[src/design/sfs_cfg.svh]
// Notes on behaviour
// The adapter is only ever a slave, so it transmits only in reply to a received request.
// Serving an ordinary request must finish within 20 ms of the request, or a late flag is set.
// A request that changes a preset value may take up to 100 ms before it counts as late.
// Override off: bit_rate_select 000/001/010/011 gives 4.8/9.6/19.2/38.4 kbps, 1xx gives 57.6.
// Override off: stop_parity_select off gives two stops, no parity, on one stop plus parity.
// parity_type_select picks odd when off, even when on, and counts only while parity is on.
// default_format_override on ignores switches one to five: 38.4 kbps, two stops, no parity.
// Switches are sampled after reset and the format applied before a first frame is taken.
`ifndef SFS_CFG_SVH
`define SFS_CFG_SVH

`define SFS_CLK_HZ 125000000
`define SFS_BIT_4800 (`SFS_CLK_HZ / 4800)
`define SFS_BIT_9600 (`SFS_CLK_HZ / 9600)
`define SFS_BIT_19200 (`SFS_CLK_HZ / 19200)
`define SFS_BIT_38400 (`SFS_CLK_HZ / 38400)
`define SFS_BIT_57600 (`SFS_CLK_HZ / 57600)

`define SFS_REQ_MS 20
`define SFS_PRESET_MS 100
`define SFS_REQ_CYC (`SFS_REQ_MS * (`SFS_CLK_HZ / 1000))
`define SFS_PRESET_CYC (`SFS_PRESET_MS * (`SFS_CLK_HZ / 1000))
`define SFS_SETTLE 3'h4

`define SFS_SW_RATE_HI 2
`define SFS_SW_STOP_PAR 3
`define SFS_SW_PAR_TYPE 4
`define SFS_SW_OVERRIDE 5

`define SFS_REG_CTRL 5'h00
`define SFS_REG_STATUS 5'h04
`define SFS_REG_RXDATA 5'h08
`define SFS_REG_TXDATA 5'h0c

`define SFS_CTRL_DONE 0
`define SFS_CTRL_PRESET 1
`define SFS_CTRL_RELOAD 2
`define SFS_ST_FLAG_LO 10

`define SFS_RESP_OKAY 2'h0
`define SFS_RESP_SLVERR 2'h2

`endif

[src/design/sfs_pkg.sv]
package sfs_pkg;
  typedef enum logic [2:0] {SFS_R4800, SFS_R9600, SFS_R19200, SFS_R38400, SFS_R57600} sfs_rate_t;
  typedef enum {SFS_IDLE, SFS_START, SFS_DATA, SFS_PAR, SFS_STOP} sfs_line_t;
endpackage

[src/design/sfs_pair_buf.sv]
`timescale 1ns/1ps
module sfs_pair_buf #(
  parameter int unsigned W = 8,
  parameter int unsigned DEPTH = 2
) (
  // Clock and reset
  input wire logic core_clk,
  input wire logic nrst,
  // Fill side
  input wire logic in_valid,
  output logic in_ready,
  input wire logic [W-1:0] in_data,
  // Drain side
  output logic out_valid,
  input wire logic out_ready,
  output logic [W-1:0] out_data
);
  localparam int unsigned AW = (DEPTH > 1) ? $clog2(DEPTH) : 1;
  localparam logic [AW:0] FULL = (AW + 1)'(DEPTH);

  if (DEPTH < 2 || (DEPTH & (DEPTH - 1)) != 0) begin : g_chk
    $error("sfs_pair_buf needs a power-of-two depth of at least two");
  end

  logic [W-1:0] mem [DEPTH];
  logic [AW-1:0] wp, rp;
  logic [AW:0] cnt;
  logic push, pop;

  assign in_ready = cnt != FULL;
  assign out_valid = cnt != '0;
  assign out_data = mem[rp];
  assign push = in_valid && in_ready;
  assign pop = out_valid && out_ready;

  always_ff @(posedge core_clk) begin
    if (push) begin
      mem[wp] <= in_data;
    end
  end

  always_ff @(posedge core_clk) begin
    if (!nrst) begin
      wp <= '0;
      rp <= '0;
      cnt <= '0;
    end else begin
      if (push) begin
        wp <= wp + 1'b1;
      end
      if (pop) begin
        rp <= rp + 1'b1;
      end
      cnt <= cnt + (AW + 1)'(push) - (AW + 1)'(pop);
    end
  end

  a_buf_bound: assert property (@(posedge core_clk) disable iff (!nrst) cnt <= FULL)
    else $error("buffer count above depth");
  a_buf_keeps_word: assert property (@(posedge core_clk) disable iff (!nrst)
    out_valid && !out_ready |=> out_valid && $stable(out_data))
    else $error("stalled word lost or changed");
endmodule

[src/design/sfs_top.sv]
`timescale 1ns/1ps
`include "sfs_cfg.svh"
module sfs_top #(
  parameter int unsigned REQ_LIMIT = `SFS_REQ_CYC,
  parameter int unsigned PRESET_LIMIT = `SFS_PRESET_CYC
) (
  // Clock and reset
  input wire logic core_clk,
  input wire logic nrst,
  // Configuration switches
  input wire logic [7:0] format_switch_bank,
  // RS-485 line
  input wire logic rx_pin,
  output logic tx_pin,
  output logic tx_oe,
  // AXI4-Lite write
  input wire logic awvalid,
  output logic awready,
  input wire logic [4:0] awaddr,
  input wire logic wvalid,
  output logic wready,
  input wire logic [31:0] wdata,
  input wire logic [3:0] wstrb,
  output logic bvalid,
  input wire logic bready,
  output logic [1:0] bresp,
  // AXI4-Lite read
  input wire logic arvalid,
  output logic arready,
  input wire logic [4:0] araddr,
  output logic rvalid,
  input wire logic rready,
  output logic [31:0] rdata,
  output logic [1:0] rresp
);
  import sfs_pkg::*;

  if (REQ_LIMIT < 1 || PRESET_LIMIT < 1 || (REQ_LIMIT | PRESET_LIMIT) >= 2**24) begin : g_chk
    $error("sfs_top limits must lie between 1 and 2**24-1");
  end

  logic [7:0] sw_s1, sw_s2;
  logic rx_s1, rx_s2;
  logic [2:0] settle;
  logic cfg_ok, par_en, par_even, two_stop;
  sfs_rate_t rate;
  logic [15:0] bit_cyc;

  // Both the line and the switches are asynchronous to core_clk.
  always_ff @(posedge core_clk) begin
    sw_s1 <= format_switch_bank;
    sw_s2 <= sw_s1;
    rx_s1 <= rx_pin;
    rx_s2 <= rx_s1;
  end

  always_comb begin
    case (rate)
      SFS_R4800: bit_cyc = 16'(`SFS_BIT_4800);
      SFS_R9600: bit_cyc = 16'(`SFS_BIT_9600);
      SFS_R19200: bit_cyc = 16'(`SFS_BIT_19200);
      SFS_R57600: bit_cyc = 16'(`SFS_BIT_57600);
      default: bit_cyc = 16'(`SFS_BIT_38400);
    endcase
  end

  // AXI write capture.
  logic aw_held, w_held, wr_lane0, do_wr;
  logic [4:0] wr_addr;
  logic [31:0] wr_data;
  assign awready = !aw_held && !bvalid;
  assign wready = !w_held && !bvalid;
  assign do_wr = aw_held && w_held && !bvalid;

  always_ff @(posedge core_clk) begin
    if (!nrst) begin
      aw_held <= 1'b0;
      w_held <= 1'b0;
      wr_addr <= 5'h00;
      wr_data <= 32'h0;
      wr_lane0 <= 1'b0;
      bvalid <= 1'b0;
      bresp <= `SFS_RESP_OKAY;
    end else begin
      if (awvalid && awready) begin
        aw_held <= 1'b1;
        wr_addr <= awaddr;
      end
      if (wvalid && wready) begin
        w_held <= 1'b1;
        wr_data <= wdata;
        wr_lane0 <= wstrb[0];
      end
      if (do_wr) begin
        aw_held <= 1'b0;
        w_held <= 1'b0;
        bvalid <= 1'b1;
        bresp <= (wr_addr == `SFS_REG_CTRL || wr_addr == `SFS_REG_STATUS ||
                  wr_addr == `SFS_REG_TXDATA || wr_addr == `SFS_REG_RXDATA) ?
                 `SFS_RESP_OKAY : `SFS_RESP_SLVERR;
      end else if (bready) begin
        bvalid <= 1'b0;
      end
    end
  end

  logic wr_ctrl, wr_status, wr_tx, reload_req, reply_done;
  sfs_line_t rx_st, tx_st;
  always_comb begin
    wr_ctrl = 1'b0;
    wr_status = 1'b0;
    wr_tx = 1'b0;
    if (do_wr && wr_lane0 && wr_addr == `SFS_REG_CTRL) begin
      wr_ctrl = 1'b1;
    end else if (do_wr && wr_lane0 && wr_addr == `SFS_REG_STATUS) begin
      wr_status = 1'b1;
    end else if (do_wr && wr_lane0 && wr_addr == `SFS_REG_TXDATA) begin
      wr_tx = 1'b1;
    end
  end
  assign reply_done = wr_ctrl && wr_data[`SFS_CTRL_DONE];
  // A reload mid-frame would change the bit period under a running byte, so it is dropped unless rx_st and tx_st are both idle.
  assign reload_req = wr_ctrl && wr_data[`SFS_CTRL_RELOAD] && rx_st == SFS_IDLE &&
                      tx_st == SFS_IDLE;

  // Switch sampling after reset; the receiver stays closed until cfg_ok.
  always_ff @(posedge core_clk) begin
    if (!nrst || reload_req) begin
      settle <= 3'h0;
      cfg_ok <= 1'b0;
    end else if (!cfg_ok) begin
      if (settle == `SFS_SETTLE) begin
        cfg_ok <= 1'b1;
      end else begin
        settle <= settle + 3'h1;
      end
    end
  end

  always_ff @(posedge core_clk) begin
    if (!nrst) begin
      rate <= SFS_R38400;
      par_en <= 1'b0;
      par_even <= 1'b0;
      two_stop <= 1'b1;
    end else if (!cfg_ok && settle == `SFS_SETTLE) begin
      if (sw_s2[`SFS_SW_OVERRIDE]) begin
        rate <= SFS_R38400;
        par_en <= 1'b0;
        par_even <= 1'b0;
        two_stop <= 1'b1;
      end else begin
        if (sw_s2[`SFS_SW_RATE_HI]) begin
          rate <= SFS_R57600;
        end else begin
          rate <= sfs_rate_t'({1'b0, sw_s2[1:0]});
        end
        par_en <= sw_s2[`SFS_SW_STOP_PAR];
        two_stop <= !sw_s2[`SFS_SW_STOP_PAR];
        par_even <= sw_s2[`SFS_SW_STOP_PAR] && sw_s2[`SFS_SW_PAR_TYPE];
      end
    end
  end

  // Receiver: samples mid-bit, checks the first stop bit only.
  logic [15:0] rx_cnt;
  logic [2:0] rx_bit;
  logic [7:0] rx_sh;
  logic rx_par, rx_done, rx_ferr, rx_perr;
  always_ff @(posedge core_clk) begin
    if (!nrst) begin
      rx_st <= SFS_IDLE;
      rx_cnt <= 16'h0;
      rx_bit <= 3'h0;
      rx_sh <= 8'h0;
      rx_par <= 1'b0;
    end else begin
      case (rx_st)
        SFS_IDLE: begin
          if (cfg_ok && !rx_s2) begin
            rx_st <= SFS_START;
            rx_cnt <= bit_cyc >> 1;
          end
        end
        SFS_START: begin
          if (rx_cnt != 16'h0) begin
            rx_cnt <= rx_cnt - 16'h1;
          end else if (!rx_s2) begin
            rx_st <= SFS_DATA;
            rx_cnt <= bit_cyc - 16'h1;
            rx_bit <= 3'h0;
            rx_par <= 1'b0;
          end else begin
            rx_st <= SFS_IDLE;
          end
        end
        SFS_DATA, SFS_PAR: begin
          if (rx_cnt != 16'h0) begin
            rx_cnt <= rx_cnt - 16'h1;
          end else begin
            rx_cnt <= bit_cyc - 16'h1;
            rx_par <= rx_par ^ rx_s2;
            if (rx_st == SFS_PAR) begin
              rx_st <= SFS_STOP;
            end else begin
              rx_sh <= {rx_s2, rx_sh[7:1]};
              rx_bit <= rx_bit + 3'h1;
              if (rx_bit == 3'h7) begin
                rx_st <= par_en ? SFS_PAR : SFS_STOP;
              end
            end
          end
        end
        default: begin
          if (rx_cnt != 16'h0) begin
            rx_cnt <= rx_cnt - 16'h1;
          end else begin
            rx_st <= SFS_IDLE;
          end
        end
      endcase
    end
  end
  assign rx_done = rx_st == SFS_STOP && rx_cnt == 16'h0;
  assign rx_ferr = rx_done && !rx_s2;
  // Odd parity leaves the running sum at one, even parity at zero.
  assign rx_perr = rx_done && par_en && (rx_par == par_even);

  logic buf_in_ready, buf_out_valid, rx_pop;
  logic [7:0] buf_out_data;
  sfs_pair_buf #(.W(8), .DEPTH(2)) u_rx_buf (
    .core_clk(core_clk),
    .nrst(nrst),
    .in_valid(rx_done && !rx_ferr),
    .in_ready(buf_in_ready),
    .in_data(rx_sh),
    .out_valid(buf_out_valid),
    .out_ready(rx_pop),
    .out_data(buf_out_data)
  );

  // Reply permission and scan-time watchdog.
  logic permit, preset_mode, late_now;
  logic [23:0] wd_cnt, wd_lim;
  assign wd_lim = preset_mode ? 24'(PRESET_LIMIT) : 24'(REQ_LIMIT);
  // A switch of preset_mode mid-reply can leave the count above the new limit, hence >=.
  assign late_now = permit && wd_cnt >= wd_lim;
  always_ff @(posedge core_clk) begin
    if (!nrst) begin
      permit <= 1'b0;
      wd_cnt <= 24'h0;
      preset_mode <= 1'b0;
    end else begin
      if (wr_ctrl) begin
        preset_mode <= wr_data[`SFS_CTRL_PRESET];
      end
      if (reply_done) begin
        permit <= 1'b0;
        wd_cnt <= 24'h0;
      end else begin
        if (rx_done && !rx_ferr) begin
          permit <= 1'b1;
        end
        if (permit && !late_now) begin
          wd_cnt <= wd_cnt + 24'h1;
        end
      end
    end
  end

  // Transmitter: only a reply may be sent, never an unsolicited frame.
  logic tx_go, tx_refused;
  logic [15:0] tx_cnt;
  logic [2:0] tx_bit;
  logic [7:0] tx_sh;
  logic tx_par, tx_stop2;
  assign tx_go = wr_tx && permit && cfg_ok && tx_st == SFS_IDLE;
  assign tx_refused = wr_tx && !tx_go;
  always_ff @(posedge core_clk) begin
    if (!nrst) begin
      tx_st <= SFS_IDLE;
      tx_cnt <= 16'h0;
      tx_bit <= 3'h0;
      tx_sh <= 8'h0;
      tx_par <= 1'b0;
      tx_stop2 <= 1'b0;
      tx_pin <= 1'b1;
      tx_oe <= 1'b0;
    end else begin
      if (tx_st != SFS_IDLE && tx_cnt != 16'h0) begin
        tx_cnt <= tx_cnt - 16'h1;
      end else begin
        case (tx_st)
          SFS_IDLE: begin
            if (tx_go) begin
              tx_st <= SFS_START;
              tx_sh <= wr_data[7:0];
              tx_par <= !par_even;
              tx_stop2 <= two_stop;
              tx_pin <= 1'b0;
              tx_oe <= 1'b1;
              tx_cnt <= bit_cyc - 16'h1;
            end
          end
          SFS_START, SFS_DATA: begin
            tx_cnt <= bit_cyc - 16'h1;
            if (tx_st == SFS_START || tx_bit != 3'h7) begin
              if (tx_st == SFS_DATA) begin
                tx_bit <= tx_bit + 3'h1;
              end
              tx_st <= SFS_DATA;
              tx_pin <= tx_sh[0];
              tx_par <= tx_par ^ tx_sh[0];
              tx_sh <= {1'b0, tx_sh[7:1]};
            end else if (par_en) begin
              tx_st <= SFS_PAR;
              tx_pin <= tx_par;
            end else begin
              tx_st <= SFS_STOP;
              tx_pin <= 1'b1;
            end
          end
          SFS_PAR: begin
            tx_st <= SFS_STOP;
            tx_pin <= 1'b1;
            tx_cnt <= bit_cyc - 16'h1;
          end
          default: begin
            if (tx_stop2) begin
              tx_stop2 <= 1'b0;
              tx_cnt <= bit_cyc - 16'h1;
            end else begin
              tx_st <= SFS_IDLE;
              tx_oe <= 1'b0;
              tx_bit <= 3'h0;
            end
          end
        endcase
      end
    end
  end

  // Sticky flags: late, parity error, framing error, overrun, refused send. Set beats clear.
  logic [4:0] flags, flag_set;
  assign flag_set = {tx_refused, rx_done && !rx_ferr && !buf_in_ready, rx_ferr, rx_perr,
                     late_now};
  always_ff @(posedge core_clk) begin
    if (!nrst) begin
      flags <= 5'h00;
    end else begin
      flags <= (flags & ~(wr_status ? wr_data[`SFS_ST_FLAG_LO +: 5] : 5'h00)) | flag_set;
    end
  end

  // AXI read.
  assign arready = !rvalid;
  assign rx_pop = arvalid && arready && araddr == `SFS_REG_RXDATA;
  always_ff @(posedge core_clk) begin
    if (!nrst) begin
      rvalid <= 1'b0;
      rdata <= 32'h0;
      rresp <= `SFS_RESP_OKAY;
    end else if (arvalid && arready) begin
      rvalid <= 1'b1;
      rresp <= `SFS_RESP_OKAY;
      if (araddr == `SFS_REG_CTRL) begin
        rdata <= {30'h0, preset_mode, 1'b0};
      end else if (araddr == `SFS_REG_STATUS) begin
        rdata <= {17'h0, flags, permit, tx_st != SFS_IDLE, buf_out_valid, cfg_ok, two_stop,
                  par_even, par_en, 3'(rate)};
      end else if (araddr == `SFS_REG_RXDATA) begin
        rdata <= {23'h0, buf_out_valid, buf_out_data};
      end else if (araddr == `SFS_REG_TXDATA) begin
        rdata <= 32'h0;
      end else begin
        rdata <= 32'h0;
        rresp <= `SFS_RESP_SLVERR;
      end
    end else if (rready) begin
      rvalid <= 1'b0;
    end
  end

  a_only_reply: assert property (@(posedge core_clk) disable iff (!nrst)
    $rose(tx_oe) |-> $past(permit)) else $error("frame sent without a request");
  a_late_req: assert property (@(posedge core_clk) disable iff (!nrst)
    permit && !preset_mode && wd_cnt == 24'(REQ_LIMIT) && !reply_done |=> flags[0])
    else $error("ordinary late reply not flagged");
  a_late_preset: assert property (@(posedge core_clk) disable iff (!nrst)
    permit && preset_mode && wd_cnt < 24'(PRESET_LIMIT) |-> !late_now)
    else $error("preset reply flagged too early");
  a_rate_high: assert property (@(posedge core_clk) disable iff (!nrst)
    $rose(cfg_ok) && !$past(sw_s2[5]) && $past(sw_s2[2]) |-> rate == SFS_R57600)
    else $error("high rate pattern not decoded");
  a_frame_sel: assert property (@(posedge core_clk) disable iff (!nrst)
    $rose(cfg_ok) && !$past(sw_s2[5]) |-> par_en == $past(sw_s2[3]) && two_stop != par_en)
    else $error("stop and parity not decoded");
  a_par_type: assert property (@(posedge core_clk) disable iff (!nrst)
    $rose(cfg_ok) && !$past(sw_s2[5]) && $past(sw_s2[3]) |-> par_even == $past(sw_s2[4]))
    else $error("parity type not decoded");
  a_override: assert property (@(posedge core_clk) disable iff (!nrst)
    $rose(cfg_ok) && $past(sw_s2[5]) |-> rate == SFS_R38400 && two_stop && !par_en)
    else $error("override format wrong");
  a_rx_after_cfg: assert property (@(posedge core_clk) disable iff (!nrst)
    $past(rx_st) == SFS_IDLE && rx_st == SFS_START |-> $past(cfg_ok))
    else $error("receiver started before configuration");
endmodule

[config.mk]
export PLATFORM = sky130hd
export DESIGN_NAME = sfs_top
export DESIGN_NICKNAME = d
export VERILOG_FILES = /design/src/design/sfs_pkg.sv /design/src/design/sfs_pair_buf.sv /design/src/design/sfs_top.sv
export VERILOG_INCLUDE_DIRS = /design/src /design/src/design
export SDC_FILE = /design/constraint.sdc
export NUM_CORES = 1
export LEC_CHECK = 0
export BUFFER_PORTS_ARGS = -buffer_cell sky130_fd_sc_hd__buf_2
export CAP_MARGIN = 20
export CORE_MARGIN = 1
export CORE_UTILIZATION = 25
export DETAILED_ROUTE_END_ITERATION = 10
export GPL_TIMING_DRIVEN = 0
export PLACE_DENSITY = 0.5
export RECOVER_POWER = 100
export SLEW_MARGIN = 5
export SYNTH_ARGS = -nofsm -noshare
export SYNTH_HDL_FRONTEND = slang
export SYNTH_SLANG_ARGS = --single-unit
export TNS_END_PERCENT = 10
[constraint.sdc]
create_clock -name core_clk -period 2.6 [get_ports core_clk]
set_input_delay 0.13 -clock core_clk [delete_from_list [all_inputs] [get_ports core_clk]]
set_output_delay 0.13 -clock core_clk [all_outputs]
set_load 0.02 [all_outputs]
After elaboration in Yosys (flattened, before gate mapping)
Memory sizes are Yosys's and may differ from the RTL's. A register that Yosys moved wholly into a read port is not among the register bits.
Cells that the tools add are included.

operators by class
  bitwise logic cells = 13
  $add $sub $neg = 11
  equal/unequal tests = 39
  mux-type cells = 83
  magnitude comparators = 1
  reduce and logical (&&, ||, !) cells = 90

operators by type and width
  cell                                                   count
  2-to-1 mux 32 bit                                      8
  one-hot mux 32 bit (3 select lines)                    2
  equality test 32 x 2 -> 1 bit (second input constant)  5
  logical NOT 32 bit                                     4
  2-to-1 mux 16 bit                                      8
  equality test 32 x 1 -> 1 bit (second input constant)  2
  equality test 32 x 3 -> 1 bit (second input constant)  2
  one-hot mux 15 bit (4 select lines)                    1
  one-hot mux 16 bit (3 select lines)                    1
  subtractor 16 x 1 -> 16 bit (second input constant)    3
  logical AND 1 bit                                      34
  2-to-1 mux 3 bit                                       11
  equality test 32 x 4 -> 1 bit (second input constant)  1
  one-hot mux 16 bit (2 select lines)                    1
  nonzero test 16 bit                                    2
  nonzero test 32 bit                                    1
  2-to-1 mux 1 bit                                       30
  2-to-1 mux 15 bit                                      2
  adder 24 x 1 -> 24 bit (second input constant)         1
  >= comparator 24 bit                                   1
  2-to-1 mux 24 bit                                      1
  equality test 5 x 4 -> 1 bit (second input constant)   4
  inequality test 2 bit (second input constant)          9
  logical NOT 16 bit                                     1
  38 further kinds                                       102

storage, ports and cells
  logic and storage cells = 278
  memories kept = 1
  bits in writable memories = 16
  output and inout bits = 43
  bits in registers = 243
  input bits = 62

memories
  memory        words  width  read ports  clocked after Yosys merged registers in  write ports  RTL line            text
  u_rx_buf.mem  2      8      1           1                                        1            sfs_pair_buf.sv:25  logic [W-1:0] mem [DEPTH];

Logic depth before layout (Yosys ltp)
  depth after elaboration = 13
  depth in mapped cells = 10
  gate-level depth less buffers = 10

By module
From an unflattened synthesis, not the netlist that was laid out.

second synthesis, totals
  cells, all modules = 1059
  area total of the unflattened synthesis = 8882.3 sq um

by module, submodules not included
  module        instances  cells an instance  area an instance (sq um)  seq. area each (sq um)
  sfs_top       1          1004               8046.5                    3203.1
  sfs_pair_buf  1          55                 835.8                     580.6

Worst setup path before layout
Ideal clock, no wire load.

  path type = register to register
  start = register rx_cnt[0]
  end = memory u_rx_buf.mem[0][0] (enable)
  cell stages (with the launch flop) = 8
  path buffers = 0
  path slack = 0.129 ns
  period minus slack after synthesis = 2.471 ns
  setup time = 0.373 ns
  data required time = 2.227 ns
  data arrival time = 2.098 ns
  path through = dfxtp_1 -> inv_1 -> ha_1 -> nor4b_1 -> nand4_2 -> nor2_1 -> and3_1 -> nor2b_1

between the ends
  word-level cells in the longest chain between the ends = 8

RTL lines
  element                                     RTL line            text
  from (decl)                                 sfs_top.sv:166      logic [15:0] rx_cnt;
  from (signal assigned)                      sfs_top.sv:182      rx_cnt <= bit_cyc >> 1;
  from (signal assigned)                      sfs_top.sv:187      rx_cnt <= rx_cnt - 16'h1;
  from (signal assigned)                      sfs_top.sv:190      rx_cnt <= bit_cyc - 16'h1;
  logical NOT 16 bit (*)                      sfs_top.sv:224      assign rx_done = rx_st == SFS_STOP && rx_cnt == 16'h0;
  logical AND 1 bit (*)                       sfs_top.sv:224
  logical AND 1 bit                           sfs_top.sv:225      assign rx_ferr = rx_done && !rx_s2;
  logical NOT 1 bit                           sfs_top.sv:234      .in_valid(rx_done && !rx_ferr),
  logical AND 1 bit (*)                       sfs_top.sv:234
  logical AND 1 bit (*)                       sfs_pair_buf.sv:33  assign push = in_valid && in_ready;
  via u_rx_buf.push                           sfs_pair_buf.sv:28  logic push, pop;
  2-to-1 mux 1 bit (*)                        sfs_pair_buf.sv:37  if (push) begin
  2-to-1 mux 1 bit (implied by the code) (*)  sfs_pair_buf.sv:38  mem[wp] <= in_data;
  to (decl)                                   sfs_pair_buf.sv:25

The timed path passes the listed nets; every way through them passes the cells marked *.

Worst setup path in the final report
  start = register preset_mode
  end = register wd_cnt[12]

between the ends
  word-level cells in the longest chain between the ends = 5

RTL lines
  element                 RTL line        text
  from (decl)             sfs_top.sv:243  logic permit, preset_mode, late_now;
  from (signal assigned)  sfs_top.sv:255  preset_mode <= wr_data[`SFS_CTRL_PRESET];
  2-to-1 mux 24 bit       sfs_top.sv:245  assign wd_lim = preset_mode ? 24'(PRESET_LIMIT) : 24'(REQ_LIMIT);
  >= comparator 24 bit    sfs_top.sv:247  assign late_now = permit && wd_cnt >= wd_lim;
  logical AND 1 bit       sfs_top.sv:247
  logical NOT 1 bit       sfs_top.sv:264  if (permit && !late_now) begin
  logical AND 1 bit       sfs_top.sv:264
  to (signal assigned)    sfs_top.sv:265  wd_cnt <= wd_cnt + 24'h1;
  to (decl)               sfs_top.sv:244  logic [23:0] wd_cnt, wd_lim;

No other way between the ends.
A chain may end at the register's enable or synchronous reset.

==> results <==
- Each instance of the synthesized netlist takes up on average about 8.4 um2.
- The number of standard cells after synthesis is approximately 1.0k.
- The flow ran to the end, and the final reports show no timing, DRC or antenna violations.
- STA classifies the critical path startpoint as a flip-flop.
- The total setup violations reported at the end of the flow is 0.
- Sorting the synthesized cells by area gives the leading types as sky130_fd_sc_hd__dfxtp_1 37%, sky130_fd_sc_hd__nor2_1 5.9%, sky130_fd_sc_hd__a21oi_1 5.6%.
- At the end of the flow, the number of nets in the layout was around 1.3k.
- The setup path with the least slack is of type flip-flop to flip-flop.
- At the worst endpoint, the arrival time is around 2800 ps.
- Clock skew on the completed layout was measured at about 13 ps.
- Entering global routing, the biggest net connects 18 pins.
- Counting flops with an async set or reset pin after synthesis yields a share of 0.
- Across every metal layer, demand over resource in global routing totals 0.139.
- The share of Yosys cell area claimed by the top area cell type is 0.375.
- The area of the mapped netlist is 0.00882 mm2.
- The maximum count of clock buffers along a single path is 2.
- The detailed-route wire length is 24900 um.
- The largest fanout on the critical path is 10.
- The per-cell via count in the routed design is 4.74.
- The remaining global-route overflow is 0.
- Summed over all nets, wire length on met3 after detailed routing comes to 1060 um.
- The global-route wire length before repair is 39500 um.
- Data on the critical path is required at its endpoint by around 2900 ps.
- For this configuration, the core starts out at a cell density of 0.255.
- The H-tree generated during clock tree synthesis spans 4 levels.
- The count of final max-slew check failures is 0.
- The post-layout worst setup margin is approximately 130 ps.
- The congestion estimate from routability-driven global placement came to roughly 0.90.
- The die covers about 0.036 mm2.
- In this run the count of I/O pins placed on the die edge is around 110.
- For the pin with the worst max-slew slack, the measured transition is approximately 840 ps.
- The final critical-path share of the clock period is 0.949.
- The analysis attributes to cell leakage a power of between 3 and 4 nW.
- The number of iterations in the first detailed-routing pass is 5.
- The class of the most critical hold timing path is input pin to flip-flop.
- The die is approximately 190 um wide.
- The count of state elements after synthesis is roughly 180.
- The floorplan step set the die height to between 150 and 200 um.
- Of the synthesized area, sequential elements account for 0.429.
- The root buffer cell is sky130_fd_sc_hd__clkbuf_16.
- Yosys mapped a number of flops with a built-in enable equal to 16.
- In this run the remaining antenna-violating nets after routing total 0.
- The number of antenna violations at the first check in global routing was 0.
- The floorplan has 68 rows.
- The critical path capture point type is a flip-flop.
- Across the run, the number of max-cap violations was 0.
- For this run, the leading register cell type out of synthesis is sky130_fd_sc_hd__dfxtp_1.
- The number of global-route vias before repair is between 7k and 8k.
- The detailed router finished its first iteration with 407 violations.
- Leaving out fill and tap cells, the most frequent cell in the layout is sky130_fd_sc_hd__dfxtp_1.
- The final-report hold violation count was 0.
- Summing over every cut layer, the via total after detailed routing is slightly below 8k.
- After detailed routing, the average wire length per cell comes to around 15 um.
- Setup repair after global routing could not meet its margin everywhere.
- The cell type contributing the most total cell area after synthesis is sky130_fd_sc_hd__dfxtp_1.
- The detailed-routed wire length on met2 is 11500 um.
- The floorplan step defined a core boundary enclosing 0.0346 mm2.
- In the layout the commonest cells are 164 x sky130_fd_sc_hd__dfxtp_1, 138 x sky130_fd_sc_hd__nor2_1, 119 x sky130_fd_sc_hd__nand2_1, 98 x sky130_fd_sc_hd__a21oi_1, 59 x sky130_fd_sc_hd__clkbuf_1.
- Counting the buffers created by CTS gives 17.
- The detailed router put a total of roughly 12000 um of wire on met1.
- After detailed routing, no signal wire sits above met4.
- The CTS sink count is 181.
- Prior to clock tree synthesis, the placed netlist has a worst setup slack of -730 ps.
- The warning count from the yosys run is 0.
- The count of port buffers added during placement is 60.
- The number of remaining DRC errors is 0.
- In the final layout, the share of cells above drive strength 1 is 0.134.
- The routed design could run at a clock period as short as between 2000 and 2500 ps.
- The largest voltage drop on the vdd net is around 0.48 mV.
- The repair_antennas step left the layout with diodes totalling 0.
- Counting distinct cell types in the post-synthesis netlist gives 79.
- The clock reaches the later pin of the worst-skew pair after roughly 440 ps.
- The growth of design area from synthesis to finish is 22.5%.
- Overall power consumption after layout is estimated at 8.33 mW.
- The tightest slew margin relative to the limit is 0.437.
- The clock-pin slew reported for the worst setup and hold paths after clock tree synthesis is ~70 ps.
- The clock tree from TritonCTS is yes.
- Power spread over the standard cell area amounts to approximately 770 mW/mm2.
- The highest clock rate is 0.405 GHz.
- Detailed placement finished with a half-perimeter wire length of around 18000 um.
worst max-delay path, cell delays in order, from the launching register on:
cell and delay [ps]:
sky130_fd_sc_hd__dfxtp_2 420, sky130_fd_sc_hd__inv_1 170, sky130_fd_sc_hd__ha_1 360, sky130_fd_sc_hd__a211oi_1 250, sky130_fd_sc_hd__a211o_1 190, sky130_fd_sc_hd__nand4_1 110, sky130_fd_sc_hd__buf_4 180, sky130_fd_sc_hd__buf_6 150
sky130_fd_sc_hd__nor4_2 300, sky130_fd_sc_hd__xnor2_1 150, sky130_fd_sc_hd__nor2_1 60
timing repair:
action | CTS | global route
buffers inserted | 1 | 6
setup endpoints to repair | 76 | 57
hold buffers | 30 | 0
gates resized for setup | 12 | 31
pin swaps | 1 | 3
hold endpoints to repair | 29 | 0
report_power, final:
part           switching (mW)  internal [mW]  leakage, nW  total, mW
clock network            1.20           1.35        0.282       2.55
registers               0.191           2.99         1.49       3.18
logic                    1.64          0.950         2.17       2.59
synthesized netlist by cell type (3+ instances only):
library cell               number
sky130_fd_sc_hd__dfxtp_1      165
sky130_fd_sc_hd__nor2_1       139
sky130_fd_sc_hd__nand2_1      119
sky130_fd_sc_hd__a21oi_1       98
sky130_fd_sc_hd__o21ai_0       56
sky130_fd_sc_hd__clkbuf_1      37
sky130_fd_sc_hd__mux2i_1       33
sky130_fd_sc_hd__nand3_1       31
sky130_fd_sc_hd__nor3_1        31
sky130_fd_sc_hd__inv_1         29
sky130_fd_sc_hd__xnor2_1       26
sky130_fd_sc_hd__ha_1          22
sky130_fd_sc_hd__buf_4         21
sky130_fd_sc_hd__or3_1         17
sky130_fd_sc_hd__edfxtp_1      16
sky130_fd_sc_hd__nor4_1        11
sky130_fd_sc_hd__nand3b_1      10
sky130_fd_sc_hd__nand4_1       10
sky130_fd_sc_hd__nor2b_1       10
sky130_fd_sc_hd__a22oi_1        9
sky130_fd_sc_hd__and3_1         8
sky130_fd_sc_hd__buf_2          8
sky130_fd_sc_hd__nand2b_1       8
sky130_fd_sc_hd__o22ai_1        8
sky130_fd_sc_hd__a211oi_1       7
sky130_fd_sc_hd__mux2_2         7
sky130_fd_sc_hd__o21a_1         6
sky130_fd_sc_hd__a31oi_1        5
sky130_fd_sc_hd__a32o_1         5
sky130_fd_sc_hd__and2_1         5
sky130_fd_sc_hd__or2_2          5
sky130_fd_sc_hd__nor3b_1        4
sky130_fd_sc_hd__o211ai_1       4
sky130_fd_sc_hd__or4_1          4
sky130_fd_sc_hd__xor2_1         4
sky130_fd_sc_hd__a211o_1        3
sky130_fd_sc_hd__a21boi_0       3
sky130_fd_sc_hd__a221oi_1       3
sky130_fd_sc_hd__buf_1          3
sky130_fd_sc_hd__nor4b_1        3
sky130_fd_sc_hd__o21ai_1        3
kinds of logic (layout without fill, tap and decap cells):
kind of cell,count (synthesis),after routing,synth area share
fa+ha+maj,22,22,0.0312
mux,40,40,0.0464
simple gates,437,437,0.245
other cells,1,19,0.000425
buf+inv,101,230,0.0548
compound gates,234,234,0.163
xor+xnor,30,30,0.0298
flops,181,181,0.429
sequential cells by signal, indices dropped and copies added, names as in the netlist, 2 cells and up, named ones only:
register,flops
tx_bit,3
sw_s1,6
rx_sh,8
rx_bit,3
tx_cnt,16
rdata,15
rx_cnt,16
sw_s2,6
wd_cnt,24
flags,5
rate,3
u_rx_buf.cnt,2
settle,3
tx_sh,8
tx_st,3
rx_st,3
wr_data,13
wr_addr,5
u_rx_buf.mem,16
through the flow:
stage / TNS [ps] / utilization / std cells / hold WS [ps] / area (um2)
final: 0 / 0.312 / 1648 / 120 / 10800
after CTS: -63.5 / 0.309 / 1642 / 120 / 10700
after detailed placement: -15810 / 0.282 / 1579 / 234 / 9760
after global placement: -16210 / 0.282 / 1579 / 233 / 9760
after floorplan: 0 / - / 1064 / 158 / 8890
after global routing: -27.3 / 0.312 / 1648 / 159 / 10800
area by class of cell:
| class | count | area [um2] |
|---|---|---|
| clock buffers | 18 | 429 |
| inverters | 30 | 113 |
| plain buffers | 71 | 387 |
| repair buffers | 97 | 621 |
| flip-flops and latches | 181 | 3780 |
| fillers | 3719 | 23800 |
| well taps | 455 | 569 |
| multi-input cells | 782 | 4750 |
| clock inverters | 14 | 145 |
layer usage:
| layer | vias up | track usage |
|---|---|---|
| met5 | - | 0 |
| met4 | 0 | 0.0397 |
| met3 | 21 | 0.0251 |
| met2 | 176 | 0.225 |
| met1 | 3693 | 0.188 |
| li1 | 3925 | - |
final timing paths:
kind | start | end | slack (ps) | cells after the start
max | preset_mode$_SDFFE_PN0P_ | wd_cnt[12]$_SDFFE_PP0P_ | 130 | 10
min | araddr[4] | rresp[1]$_SDFFE_PN0P_ | 120 | 3
max reg2reg | preset_mode$_SDFFE_PN0P_ | wd_cnt[12]$_SDFFE_PP0P_ | 130 | 10
min reg2reg | sw_s1[4]$_DFF_P_ | sw_s2[4]$_DFF_P_ | 330 | 0
Note: power is estimated with default switching activity, not from simulation.
